## src/logic/pin_route_defines.svh

```systemverilog
// Constants for the peripheral pin routing block: offsets, fields,
// reset values and the pin and function index maps.
// Assumes inclusion by bare name from files under logic/.
`ifndef PIN_ROUTE_DEFINES_SVH
`define PIN_ROUTE_DEFINES_SVH

// ************************************************************
// Sizes
// ************************************************************
`define ADDR_W          8
`define DATA_W          32
`define PIN_N           28
`define FN_N            17
`define IDX_W           5

// ************************************************************
// Register offsets and fields
// ************************************************************
`define OPT_OFFSET      8'h04
`define SEL_OFFSET      8'h08
`define SEL_WR_MASK     32'h0000_FFF0
`define SEL_RESET       16'h0000
`define IPE_BIT         1
`define IPE_POR_VALUE   1'h1
`define SEL_TOP         15

// Select bit positions
`define T2C3_SEL        15
`define T2C2_SEL        14
`define T2C1_SEL        13
`define T2C0_SEL        12
`define T1C1_SEL        11
`define T1C0_SEL        10
`define T0C1_SEL        9
`define T0C0_SEL        8
`define UART_SEL        7
`define SPI_SEL         6
`define I2C_SEL         5
`define CNT_SEL         4

// ************************************************************
// Pin indices
// ************************************************************
`define PA0 5'h00
`define PA1 5'h01
`define PA2 5'h02
`define PA3 5'h03
`define PB0 5'h04
`define PB1 5'h05
`define PB2 5'h06
`define PB3 5'h07
`define PB4 5'h08
`define PB5 5'h09
`define PB6 5'h0A
`define PB7 5'h0B
`define PC0 5'h0C
`define PC1 5'h0D
`define PC2 5'h0E
`define PC3 5'h0F
`define PC4 5'h10
`define PC5 5'h11
`define PD0 5'h12
`define PD1 5'h13
`define PE0 5'h14
`define PE1 5'h15
`define PE2 5'h16
`define PE3 5'h17
`define PE7 5'h18
`define PH0 5'h19
`define PH1 5'h1A
`define PH2 5'h1B

// ************************************************************
// Function indices, lower index wins a shared pin
// ************************************************************
`define F_T2C3  0
`define F_T2C2  1
`define F_T2C1  2
`define F_T2C0  3
`define F_T1C1  4
`define F_T1C0  5
`define F_T0C1  6
`define F_T0C0  7
`define F_URX   8
`define F_UTX   9
`define F_SCK   10
`define F_MOSI  11
`define F_MISO  12
`define F_PCS   13
`define F_SCL   14
`define F_SDA   15
`define F_CNT   16

`endif

```

## src/logic/pin_route_pkg.sv

```systemverilog
// Types shared by the pin routing block.
// Assumes pin_route_defines.svh is on the include path.
`include "pin_route_defines.svh"

package pin_route_pkg;
  typedef logic [`PIN_N-1:0]  pin_vec_t;
  typedef logic [`FN_N-1:0]   fn_vec_t;
  typedef logic [`IDX_W-1:0]  pin_idx_t;
  typedef logic [`ADDR_W-1:0] addr_t;
  typedef logic [`DATA_W-1:0] data_t;
endpackage

```

## src/logic/pin_sync.sv

```systemverilog
// Two-flop synchroniser for the package pin input levels.
// Assumes one clock and a synchronous active-high reset.
`timescale 1ns/1ps
`default_nettype none
`include "pin_route_defines.svh"

module pin_sync (
  input  wire logic                ref_clk_i,
  input  wire logic                sys_rst_i,
  input  wire pin_route_pkg::pin_vec_t async_i,
  output var  pin_route_pkg::pin_vec_t sync_o
);

  pin_route_pkg::pin_vec_t meta;

  always_ff @(posedge ref_clk_i) begin
    if (sys_rst_i) begin
      meta   <= '0;
      sync_o <= '0;
    end else begin
      meta   <= async_i;
      sync_o <= meta;
    end
  end

endmodule
`default_nettype wire

```

## src/logic/peripheral_pin_route_select.sv

```systemverilog
// Peripheral pin routing: select and options registers, pin steering.
// Assumes a single 25 MHz clock and a register master on the same clock.
//
// Function
// Pin enable changes only on power-on reset; code also loads it on the first options write after any reset
// Pin enable turns on the shared pull-up
// Enable clear: port roles; set: interrupt input
// Reserved bits ignore writes, read zero
// Select register decodes at offset 8h
// Bit 15 steers timer2 channel3 pins
// Bit 14 steers timer2 channel2 pins
// Bit 13 steers timer2 channel1 pins
// Bit 12 steers timer2 channel0 pins
// Bit 11 steers timer1 channel1 pins
// Bit 10 steers timer1 channel0 pins
// Bit 9 steers timer0 channel1 pins
// Bit 8 steers timer0 channel0 pins
// Bit 7 steers first UART pins
// Bit 6 steers first SPI pins
// Bit 5 steers first I2C pins
// Bit 4 steers counter output pin
// Select bits hold, read back, steer immediately
//
// The implementer's own choice: the address-and-strobe port.
`timescale 1ns/1ps
`default_nettype none
`include "pin_route_defines.svh"

module peripheral_pin_route_select (
  input  wire logic                    ref_clk_i,
  input  wire logic                    sys_rst_i,
  input  wire logic                    por_rst_i,
  input  wire pin_route_pkg::addr_t    addr_i,
  input  wire pin_route_pkg::data_t    wr_data_i,
  input  wire logic                    wr_en_i,
  input  wire logic                    rd_en_i,
  output var  pin_route_pkg::data_t    rd_data_o,
  input  wire pin_route_pkg::fn_vec_t  fn_out_i,
  input  wire pin_route_pkg::fn_vec_t  fn_oe_i,
  output var  pin_route_pkg::fn_vec_t  fn_in_o,
  input  wire pin_route_pkg::pin_vec_t gpio_out_i,
  input  wire pin_route_pkg::pin_vec_t gpio_oe_i,
  output var  pin_route_pkg::pin_vec_t gpio_in_o,
  input  wire pin_route_pkg::pin_vec_t pin_in_i,
  output var  pin_route_pkg::pin_vec_t pin_out_o,
  output var  pin_route_pkg::pin_vec_t pin_oe_o,
  output var  logic                    nmi_pullup_o,
  output var  logic                    nmi_in_o,
  output var  logic                    timer2_channel4_in_o,
  output var  logic                    comparator1_input2_o
);

  // ************************************************************
  // Route tables
  // ************************************************************
  localparam int unsigned SEL_BIT [`FN_N] = '{
    `T2C3_SEL, `T2C2_SEL, `T2C1_SEL, `T2C0_SEL,
    `T1C1_SEL, `T1C0_SEL, `T0C1_SEL, `T0C0_SEL,
    `UART_SEL, `UART_SEL,
    `SPI_SEL, `SPI_SEL, `SPI_SEL, `SPI_SEL,
    `I2C_SEL, `I2C_SEL, `CNT_SEL};

  localparam pin_route_pkg::pin_idx_t PIN_A [`FN_N] = '{
    `PC3, `PC2, `PC1, `PC0,
    `PC5, `PC4, `PA1, `PA0,
    `PB0, `PB1,
    `PB2, `PB3, `PB4, `PB5,
    `PA3, `PA2, `PC4};

  localparam pin_route_pkg::pin_idx_t PIN_B [`FN_N] = '{
    `PD1, `PD0, `PH1, `PH0,
    `PE7, `PH2, `PB3, `PB2,
    `PA2, `PA3,
    `PE0, `PE1, `PE2, `PE3,
    `PB7, `PB6, `PC5};

  localparam int SEL_W = `SEL_TOP + 1;

  // ************************************************************
  // Registers
  // ************************************************************
  logic [`SEL_TOP:0]       pin_route_select;
  logic                    interrupt_pin_enable;
  logic                    options_written;
  pin_route_pkg::pin_vec_t pin_sync_q;
  pin_route_pkg::data_t    next_rd_data;

  logic sel_hit;
  logic opt_hit;

  assign sel_hit = (addr_i == `SEL_OFFSET);
  assign opt_hit = (addr_i == `OPT_OFFSET);

  // Select register, reserved bits dropped on write
  always_ff @(posedge ref_clk_i) begin
    if (sys_rst_i) begin
      pin_route_select <= `SEL_RESET;
    end else if (wr_en_i && sel_hit) begin

      pin_route_select <= SEL_W'(wr_data_i & `SEL_WR_MASK);
    end
  end

  // Enable bit: preset by power-on reset only, write-once after any reset
  always_ff @(posedge ref_clk_i) begin
    if (por_rst_i) begin
      interrupt_pin_enable <= `IPE_POR_VALUE;
    end else if (!sys_rst_i && wr_en_i && opt_hit && !options_written) begin
      interrupt_pin_enable <= wr_data_i[`IPE_BIT];
    end
  end

  always_ff @(posedge ref_clk_i) begin
    if (sys_rst_i || por_rst_i) begin
      options_written <= 1'b0;
    end else if (wr_en_i && opt_hit) begin
      options_written <= 1'b1;
    end
  end

  // Read data, one cycle after the strobe; unmapped reads zero
  always_comb begin
    next_rd_data = '0;
    if (sel_hit) begin
      next_rd_data[`SEL_TOP:0] = pin_route_select;
    end else if (opt_hit) begin
      next_rd_data[`IPE_BIT] = interrupt_pin_enable;
    end
  end

  always_ff @(posedge ref_clk_i) begin
    if (sys_rst_i) begin
      rd_data_o <= '0;
    end else if (rd_en_i) begin
      rd_data_o <= next_rd_data;
    end else begin
      rd_data_o <= '0;
    end
  end

  // ************************************************************
  // Pin input synchroniser
  // ************************************************************
  pin_sync u_pin_sync (
    .ref_clk_i (ref_clk_i),
    .sys_rst_i (sys_rst_i),
    .async_i   (pin_in_i),
    .sync_o    (pin_sync_q)
  );

  assign gpio_in_o = pin_sync_q;

  // ************************************************************
  // Function steering
  // ************************************************************
  pin_route_pkg::pin_idx_t chosen [`FN_N];



  for (genvar f = 0; f < `FN_N; f++) begin : g_fn
    assign chosen[f] = pin_route_select[SEL_BIT[f]] ? PIN_B[f] : PIN_A[f];

    // Data-in reads zero while the shared pin is the interrupt input, on either route
    if (f == `F_MISO) begin : g_miso
      assign fn_in_o[f] = interrupt_pin_enable ? 1'b0
                                               : pin_sync_q[chosen[f]];
    end else begin : g_plain
      assign fn_in_o[f] = pin_sync_q[chosen[f]];
    end
  end

  // ************************************************************
  // Pin drivers
  // ************************************************************
  for (genvar p = 0; p < `PIN_N; p++) begin : g_pin
    logic owned;
    logic own_out;
    logic own_oe;

    // Lowest function index wins a pin shared by two routes
    always_comb begin
      owned   = 1'b0;
      own_out = 1'b0;
      own_oe  = 1'b0;
      for (int f = `FN_N - 1; f >= 0; f--) begin
        if (chosen[f] == `IDX_W'(p)) begin
          owned   = 1'b1;
          own_out = fn_out_i[f];
          own_oe  = fn_oe_i[f];
        end
      end
    end

    if (p == `PB4) begin : g_shared

      assign pin_out_o[p] = interrupt_pin_enable ? 1'b0
                          : (owned ? own_out : gpio_out_i[p]);
      assign pin_oe_o[p]  = interrupt_pin_enable ? 1'b0
                          : (owned ? own_oe : gpio_oe_i[p]);
    end else begin : g_normal
      assign pin_out_o[p] = owned ? own_out : gpio_out_i[p];
      assign pin_oe_o[p]  = owned ? own_oe : gpio_oe_i[p];
    end
  end

  // ************************************************************
  // Interrupt input pin
  // ************************************************************
  assign nmi_pullup_o         = interrupt_pin_enable;
  // Active-low input idles high while the pin serves other roles
  assign nmi_in_o             = interrupt_pin_enable ? pin_sync_q[`PB4]
                                                     : 1'b1;
  assign timer2_channel4_in_o = interrupt_pin_enable ? 1'b0
                                                     : pin_sync_q[`PB4];
  assign comparator1_input2_o = interrupt_pin_enable ? 1'b0
                                                     : pin_sync_q[`PB4];

  // ************************************************************
  // Assertions
  // ************************************************************
  ipe_por_set_a: assert property (
    @(posedge ref_clk_i) por_rst_i |=> interrupt_pin_enable)
    else $error("enable not set by power-on reset");

  ipe_warm_hold_a: assert property (
    @(posedge ref_clk_i) disable iff (por_rst_i)
    sys_rst_i |=> interrupt_pin_enable == $past(interrupt_pin_enable))
    else $error("enable changed by non power-on reset");

  ipe_once_a: assert property (
    @(posedge ref_clk_i) disable iff (sys_rst_i || por_rst_i)
    options_written && !$rose(options_written) |=> $stable(interrupt_pin_enable))
    else $error("enable changed after first write");

  pullup_role_a: assert property (
    @(posedge ref_clk_i) disable iff (sys_rst_i)
    nmi_pullup_o |-> !pin_oe_o[`PB4] && !fn_in_o[`F_MISO])
    else $error("shared pin driven while pulled up");

  shared_port_a: assert property (
    @(posedge ref_clk_i) disable iff (sys_rst_i)
    !interrupt_pin_enable && !pin_route_select[`SPI_SEL]
    |-> pin_oe_o[`PB4] == fn_oe_i[`F_MISO] && nmi_in_o)
    else $error("shared pin not in port role");

  rsvd_read_a: assert property (
    @(posedge ref_clk_i) disable iff (sys_rst_i)
    rd_en_i && sel_hit |=> rd_data_o[`DATA_W-1:`SEL_TOP+1] == '0
      && rd_data_o[`CNT_SEL-1:0] == '0)
    else $error("reserved bits read nonzero");

  opt_rsvd_a: assert property (
    @(posedge ref_clk_i) disable iff (sys_rst_i)
    rd_en_i && opt_hit |=> rd_data_o[`DATA_W-1:`IPE_BIT+1] == '0
      && !rd_data_o[`IPE_BIT-1])
    else $error("options reserved bits read nonzero");

  sel_readback_a: assert property (
    @(posedge ref_clk_i) disable iff (sys_rst_i)
    wr_en_i && sel_hit ##1 rd_en_i && sel_hit && !wr_en_i
    |=> rd_data_o == (`DATA_W'($past(wr_data_i, 2)) & `SEL_WR_MASK))
    else $error("select register readback mismatch");

  sel_write_a: assert property (
    @(posedge ref_clk_i) disable iff (sys_rst_i)
    wr_en_i && sel_hit |=> pin_route_select[`T2C3_SEL]
      == $past(wr_data_i[`T2C3_SEL]))
    else $error("select bit not stored");

  t2c3_route_a: assert property (
    @(posedge ref_clk_i) disable iff (sys_rst_i)
    pin_route_select[`T2C3_SEL]
    |-> pin_out_o[`PD1] == fn_out_i[`F_T2C3]
      && pin_oe_o[`PD1] == fn_oe_i[`F_T2C3]
      && pin_oe_o[`PC3] == gpio_oe_i[`PC3])
    else $error("timer2 channel3 on wrong pin");

  t2c2_route_a: assert property (
    @(posedge ref_clk_i) disable iff (sys_rst_i)
    pin_route_select[`T2C2_SEL]
    |-> pin_out_o[`PD0] == fn_out_i[`F_T2C2]
      && pin_oe_o[`PD0] == fn_oe_i[`F_T2C2]
      && pin_oe_o[`PC2] == gpio_oe_i[`PC2])
    else $error("timer2 channel2 on wrong pin");

  t2c1_route_a: assert property (
    @(posedge ref_clk_i) disable iff (sys_rst_i)
    pin_route_select[`T2C1_SEL]
    |-> pin_out_o[`PH1] == fn_out_i[`F_T2C1]
      && pin_oe_o[`PH1] == fn_oe_i[`F_T2C1]
      && pin_oe_o[`PC1] == gpio_oe_i[`PC1])
    else $error("timer2 channel1 on wrong pin");

  t2c0_route_a: assert property (
    @(posedge ref_clk_i) disable iff (sys_rst_i)
    pin_route_select[`T2C0_SEL]
    |-> pin_out_o[`PH0] == fn_out_i[`F_T2C0]
      && pin_oe_o[`PH0] == fn_oe_i[`F_T2C0]
      && pin_oe_o[`PC0] == gpio_oe_i[`PC0])
    else $error("timer2 channel0 on wrong pin");

  t1c1_route_a: assert property (
    @(posedge ref_clk_i) disable iff (sys_rst_i)
    pin_route_select[`T1C1_SEL]
    |-> pin_out_o[`PE7] == fn_out_i[`F_T1C1]
      && pin_oe_o[`PE7] == fn_oe_i[`F_T1C1])
    else $error("timer1 channel1 on wrong pin");

  t1c0_route_a: assert property (
    @(posedge ref_clk_i) disable iff (sys_rst_i)
    pin_route_select[`T1C0_SEL]
    |-> pin_out_o[`PH2] == fn_out_i[`F_T1C0]
      && pin_oe_o[`PH2] == fn_oe_i[`F_T1C0])
    else $error("timer1 channel0 on wrong pin");

  t0c1_route_a: assert property (
    @(posedge ref_clk_i) disable iff (sys_rst_i)
    pin_route_select[`T0C1_SEL]
    |-> pin_out_o[`PB3] == fn_out_i[`F_T0C1]
      && pin_oe_o[`PB3] == fn_oe_i[`F_T0C1]
      && pin_oe_o[`PA1] == gpio_oe_i[`PA1])
    else $error("timer0 channel1 on wrong pin");

  t0c0_route_a: assert property (
    @(posedge ref_clk_i) disable iff (sys_rst_i)
    pin_route_select[`T0C0_SEL]
    |-> pin_out_o[`PB2] == fn_out_i[`F_T0C0]
      && pin_oe_o[`PB2] == fn_oe_i[`F_T0C0]
      && pin_oe_o[`PA0] == gpio_oe_i[`PA0])
    else $error("timer0 channel0 on wrong pin");

  uart_route_a: assert property (
    @(posedge ref_clk_i) disable iff (sys_rst_i)
    pin_route_select[`UART_SEL]
    |-> pin_out_o[`PA2] == fn_out_i[`F_URX]
      && pin_out_o[`PA3] == fn_out_i[`F_UTX]
      && pin_oe_o[`PB0] == gpio_oe_i[`PB0])
    else $error("first UART on wrong pins");

  i2c_route_a: assert property (
    @(posedge ref_clk_i) disable iff (sys_rst_i)
    pin_route_select[`I2C_SEL]
    |-> pin_out_o[`PB7] == fn_out_i[`F_SCL]
      && pin_out_o[`PB6] == fn_out_i[`F_SDA]
      && pin_oe_o[`PB6] == fn_oe_i[`F_SDA])
    else $error("first I2C on wrong pins");

  spi_route_a: assert property (
    @(posedge ref_clk_i) disable iff (sys_rst_i)
    pin_route_select[`SPI_SEL]
    |-> pin_out_o[`PE0] == fn_out_i[`F_SCK]
      && pin_out_o[`PE1] == fn_out_i[`F_MOSI]
      && pin_oe_o[`PE3] == fn_oe_i[`F_PCS])
    else $error("first SPI on wrong pins");

  counter_route_a: assert property (
    @(posedge ref_clk_i) disable iff (sys_rst_i)
    !pin_route_select[`CNT_SEL] && pin_route_select[`T1C0_SEL]
    |-> pin_out_o[`PC4] == fn_out_i[`F_CNT])
    else $error("counter output on wrong pin");

endmodule
`default_nettype wire

```

## config.mk

```make
export PLATFORM = sky130hd
export DESIGN_NAME = peripheral_pin_route_select
export DESIGN_NICKNAME = d
export VERILOG_FILES = /design/src/logic/pin_route_pkg.sv /design/src/logic/pin_sync.sv /design/src/logic/peripheral_pin_route_select.sv
export VERILOG_INCLUDE_DIRS = /design/src /design/src/logic
export SDC_FILE = /design/constraint.sdc
export NUM_CORES = 1
export LEC_CHECK = 0
export BUFFER_PORTS_ARGS = -buffer_cell sky130_fd_sc_hd__buf_2
export CORE_AREA = 2 2 118 120
export DETAILED_ROUTE_END_ITERATION = 7
export DIE_AREA = 0 0 120 122
export GPL_ROUTABILITY_DRIVEN = 0
export HOLD_SLACK_MARGIN = 0.08
export PLACE_DENSITY = 0.59
export SKIP_LAST_GASP = 1
export SYNTH_ARGS = -nofsm -noshare
export SYNTH_HDL_FRONTEND = slang
export SYNTH_SLANG_ARGS = --single-unit
```

## constraint.sdc

```tcl
create_clock -name ref_clk_i -period 4.4 [get_ports ref_clk_i]
set_input_delay 0.66 -clock ref_clk_i [delete_from_list [all_inputs] [get_ports ref_clk_i]]
set_output_delay 0.66 -clock ref_clk_i [all_outputs]
set_load 0.05 [all_outputs]
```

## Yosys cells after proc, flatten, opt, wreduce, memory -nomap -nowiden

Index checks and enable logic that the tools add are counted.

- Register bits: 99
- Output and inout port bits: 137
- Word-level logic and storage cells: 2057

- Reductions and logical operators: 27
- Multiplexer cells: 1542
- Order comparisons: 17
- Bitwise logic cells: 2
- Equal/unequal tests: 461

Operators by type and width:

| operator | number |
|---|---|
| 1-bit two-way mux | 1509 |
| 5-bit equality test (second input constant) | 132 |
| 5-bit by 4-bit equality test with 1-bit output (second input constant) | 88 |
| 3-bit by 5-bit equality test with 1-bit output (second input constant) | 48 |
| 5-bit by 3-bit equality test with 1-bit output (second input constant) | 44 |
| 3-bit by 4-bit equality test with 1-bit output (second input constant) | 32 |
| 4-bit by 5-bit equality test with 1-bit output (second input constant) | 24 |
| 5-bit by 2-bit equality test with 1-bit output (second input constant) | 22 |
| 1-bit binary-select mux with 5-bit select | 17 |
| 5-bit logical NOT | 17 |
| 5-bit by 6-bit < comparator with 1-bit output (second input constant) | 11 |
| 4-bit equality test (second input constant) | 16 |
| 5-bit by 1-bit equality test with 1-bit output (second input constant) | 11 |
| 3-bit equality test (second input constant) | 16 |
| 5-bit two-way mux | 8 |
| 4-bit by 3-bit equality test with 1-bit output (second input constant) | 8 |
| 3-bit by 2-bit equality test with 1-bit output (second input constant) | 8 |
| 3-bit by 6-bit < comparator with 1-bit output (second input constant) | 4 |
| 4-bit by 2-bit equality test with 1-bit output (second input constant) | 4 |
| 4-bit two-way mux | 4 |
| 3-bit by 1-bit equality test with 1-bit output (second input constant) | 4 |
| 4-bit by 6-bit < comparator with 1-bit output (second input constant) | 2 |
| 3-bit two-way mux | 4 |
| 4-bit by 1-bit equality test with 1-bit output (second input constant) | 2 |
| other kinds (8) | 14 |

## Longest topological paths before layout

- Word-level depth: 21
- Mapped depth: 4
- Mapped depth without buffers: 3

## Cells and area by module

Synthesis repeated with hierarchy kept, for this count alone.

- Cell total of the unflattened synthesis: 362
- Area, all modules: 3823.7 um^2

By module, submodules not included:

| module | cells each | area an instance (um^2) | instances |
|---|---|---|---|
| peripheral_pin_route_select | 244 | 2213.4 | 1 |
| pin_sync | 118 | 1610.3 | 1 |

## Least setup slack after synthesis

No wires, ideal clock.

- Kind: register to output
- From: register pin_route_select[6]
- To: output port pin_oe_o[6]
- Cell stages (with the launch flop): 4
- Data required time: 3.740 ns
- Slack: 1.757 ns
- Arrival: 1.983 ns
- Path through: dfxtp_1 > buf_1 > mux2i_1 > o21ai_0

- Cells in the longest elaborated chain, start to end: 17
- Elaborated cells between the ends (all ways): 37

Ends and longest elaborated chain:

| what | line | source |
|---|---|---|
| start: declaration | peripheral_pin_route_select.sv:82 | `` logic [`SEL_TOP:0] pin_route_select; `` |
| start signal: assignment | peripheral_pin_route_select.sv:97 | `` pin_route_select <= `SEL_RESET; `` |
| start signal: assignment | peripheral_pin_route_select.sv:100 | `` pin_route_select <= SEL_W'(wr_data_i & `SEL_WR_MASK); `` |
| 5-bit two-way mux | peripheral_pin_route_select.sv:161 | `assign chosen[f] = pin_route_select[SEL_BIT[f]] ? PIN_B[f] : PIN_A[f];` |
| 5-bit by 3-bit equality test with 1-bit output | peripheral_pin_route_select.sv:186 | `` if (chosen[f] == `IDX_W'(p)) begin `` |
| 1-bit two-way mux (14 in a row) | peripheral_pin_route_select.sv:186 |  |
| 1-bit two-way mux (*) | peripheral_pin_route_select.sv:202 | `assign pin_oe_o[p] = owned ? own_oe : gpio_oe_i[p];` |
| end: declaration | peripheral_pin_route_select.sv:46 | `output var pin_route_pkg::pin_vec_t pin_oe_o,` |

Mark *: on every way between the ends. The rest lies on a longest branch, timed or not.

## Final worst setup path

- From: register pin_route_select[6]
- To: output port pin_oe_o[7]

Same word-level chain as after synthesis.

==> impl_metrics.toml <==
[sta]
max_slew_margin_pct = 28.29
fin_crit_sh_pct = 60.99
hold_viol = 0
rsz0062_at_grt = "false"
hold_ws_ns = 0.4325
final-setup-viol-count = 0
finalSetupTns_ns = 0
drv_slew = 0
max_freq_ghz = 0.3727
finalWorstSetupSlack_ns = 1.717
skew_ns = 0.002427
max_slew.worst_pin.slew_ns = 1.074
period_minus_slack_ns = 2.683

[floorplan]
fp.dieH_um = 122
initial_utilization_pct = 26.84
row_count = 43
die-width_um = 120
core_um2 = 13500
ios = 300
dieArea_um2 = 14640

[logic_synthesis]
synth_top_cells_by_area = "dfxtp_1, mux2_2, nor2b_1, mux2i_1, buf_4"
synth.top_cell.area_share_pct = 45.84
ys.flop_type = "dfxtp_1"
syn_inst = 354
synth_most_common_cell = "dfxtp_1"
ys_seq_area_share_pct = 45.84
avgSynthCellArea_um2 = 10.24
synth_area_leader_cell = "dfxtp_1"
ys_warn_count = 0
synth-seq-cells = 83
synthArstFlopShare_pct = 0
syn_area_um2 = 3625
synth_edf_count = 0
yosysUniqueCellTypes = 27
netlist_top_cells_count = "dfxtp_1, mux2_2, nor2b_1"

[routing]
wire_per_inst_um = 12.49
top_layer_used = "met5"
wl_met2_mm = 4.994
vias = 3233
routed_wl_mm = 9.827
post-route-drc-count = 0
antenna_left = 0
drtIter0Drc = 64
wl_met1_mm = 3.905
viasPerCell = 4.108
routed-wl-met3_um = 800
firstDrtPassIters = 4

[clocking]
cts_max_level = 3
clock_latency_ns = 0.33
cts_tree = "done"
ctsResizeCount = 0
root_buffer = "clkbuf_16"
postCtsSetupRepairBufs = 0
hold_buffers = 0
cts_made_buffers = 9
numClockSinks = 83
clk_pin_slew_worst_paths_ns = 0.06
cts_buffer_depth = 2

[finish]
fin_nets = 765
area_growth_pct = 45.63
num_antenna_cells = 0
multi_input_area_um2 = 1783
num-fill-cells = 1397
drive_gt1_share_pct = 56.01
regArea_um2 = 1662

[worst_hold_path]
min-delay-start = "u_pin_sync.meta[17]$_SDFF_PP0_"
hold-path-cell-count = 1
hp-class = "reg -> reg"
min_to = "u_pin_sync.sync_o[17]$_SDFF_PP0_"

[outcome]
status = "finished, final reports clean"

[placement]
detailed_place_hpwl_mm = 7.851
io_buffers = 261
post-place-ws_ns = 1.993

[worst_setup_path]
r2r-end = "pin_route_select[6]$_SDFFE_PP0P_"
r2r_cells = 2
timing.rr.start = "pin_route_select[6]$_SDFFE_PP0P_"
worstSetupPathType = "reg -> out"
cp-start-kind = "flip-flop"
crit_arrival_ns = 2.02
reg2reg_slack_ns = 3.06
cp_max_fo = 22
worstPathRequired_ns = 3.74
critPathCaptureType = "primary output"

[job]
maxCapViolCount = 0

[global_route]
track_usage_pct = 12.49
grt_pass1_vias = 2993
antenna_found_initial = 1
grt_overflow = 0
grt_pass1_wl_mm = 14.40
grt_max_degree = 34

[power_and_ir_drop]
p_per_area_nw_per_um2 = 349.8
p_leak_uw = 0.002555
peakVddDrop_mv = 0.2265
cells in the final DEF (no fill, tap or decap), drive strengths merged:
cell,n
o21ai,8
nand3b,1
mux2i,28
nor2b,57
nand2b,3
clkinv,2
nor3,1
conb,19
or2,1
a31oi,1
buf,263
nor4,4
dfxtp,83
mux2,58
nand2,32
nand4,1
nor2,11
a21oi,4
inv,3
or4,1
clkinvlp,3
and3b,1
and2,12
clkbuf,10
layout make-up:
type | count | area share, %
Multi-Input combinational cell | 243 | 33.78
Sequential cell | 83 | 31.48
Timing Repair Buffer | 263 | 25.03
Clock buffer | 10 | 4.338
Tap cell | 180 | 4.266
Clock inverter | 6 | 0.9718
Inverter | 2 | 0.1422
sequential cells by signal, summed over array words and instances, names as in the netlist:
name	cells
u_pin_sync.meta	28
u_pin_sync.sync_o	28
rd_data_o	13
pin_route_select	12
nmi_pullup_o	1
options_written	1
per-stage QoR:
stage / instances / power, uW / utilization [%] / instance area, um^2
4_1_cts: 787 / 1875 / 39.09 / 5279
2_1_floorplan: 372 / 1067 / - / 3692
3_5_place_dp: 771 / 1169 / 37.01 / 4999
5_1_grt: 787 / 1925 / 39.09 / 5279
6_report: 787 / 1846 / 39.09 / 5279
3_3_place_gp: 771 / 1165 / 37.01 / 4999
worst max-delay path: stages, from the launching register on:
cell and delay, ns:
dfxtp_1 1.03, mux2i_1 0.18, o21ai_0 0.19, buf_2 0.29
kinds of logic after synthesis:
family / Yosys count / share of synthesized area [%]
and+or+nand+nor: 125 / 19.40
muxes: 86 / 25.75
AOI/OAI and AO/OA: 13 / 1.830
buffers and inverters: 46 / 7.076
other: 1 / 0.1035
DFF: 83 / 45.84
worst max path at each step:
stage / from / endpoint / slack [ns]
3_5_place_dp: addr_i[1] / rd_data_o[4]$_SDFF_PP0_ / 1.99
2_1_floorplan: pin_route_select[6]$_SDFFE_PP0P_ / pin_oe_o[6] / 1.76
3_3_place_gp: addr_i[1] / rd_data_o[11]$_SDFF_PP0_ / 2.02
4_1_cts: pin_route_select[6]$_SDFFE_PP0P_ / pin_oe_o[7] / 1.69
5_1_grt: pin_route_select[6]$_SDFFE_PP0P_ / pin_oe_o[6] / 1.59
6_report: pin_route_select[6]$_SDFFE_PP0P_ / pin_oe_o[7] / 1.72
routing by layer:
layer  up-vias  GRT usage (%)
met3        14          3.792
met5         -              0
met2       151          22.48
li1       1620              -
met4         2          4.265
met1      1446          13.98
power by group:
part	switching (uW)	leakage (uW)	internal, uW
Sequential	8.08	0.000681	775
Clock	308	0.000127	388
Combinational	256	0.00175	111
Total	572	0.00256	1270
(Power assumes the default switching activity.)
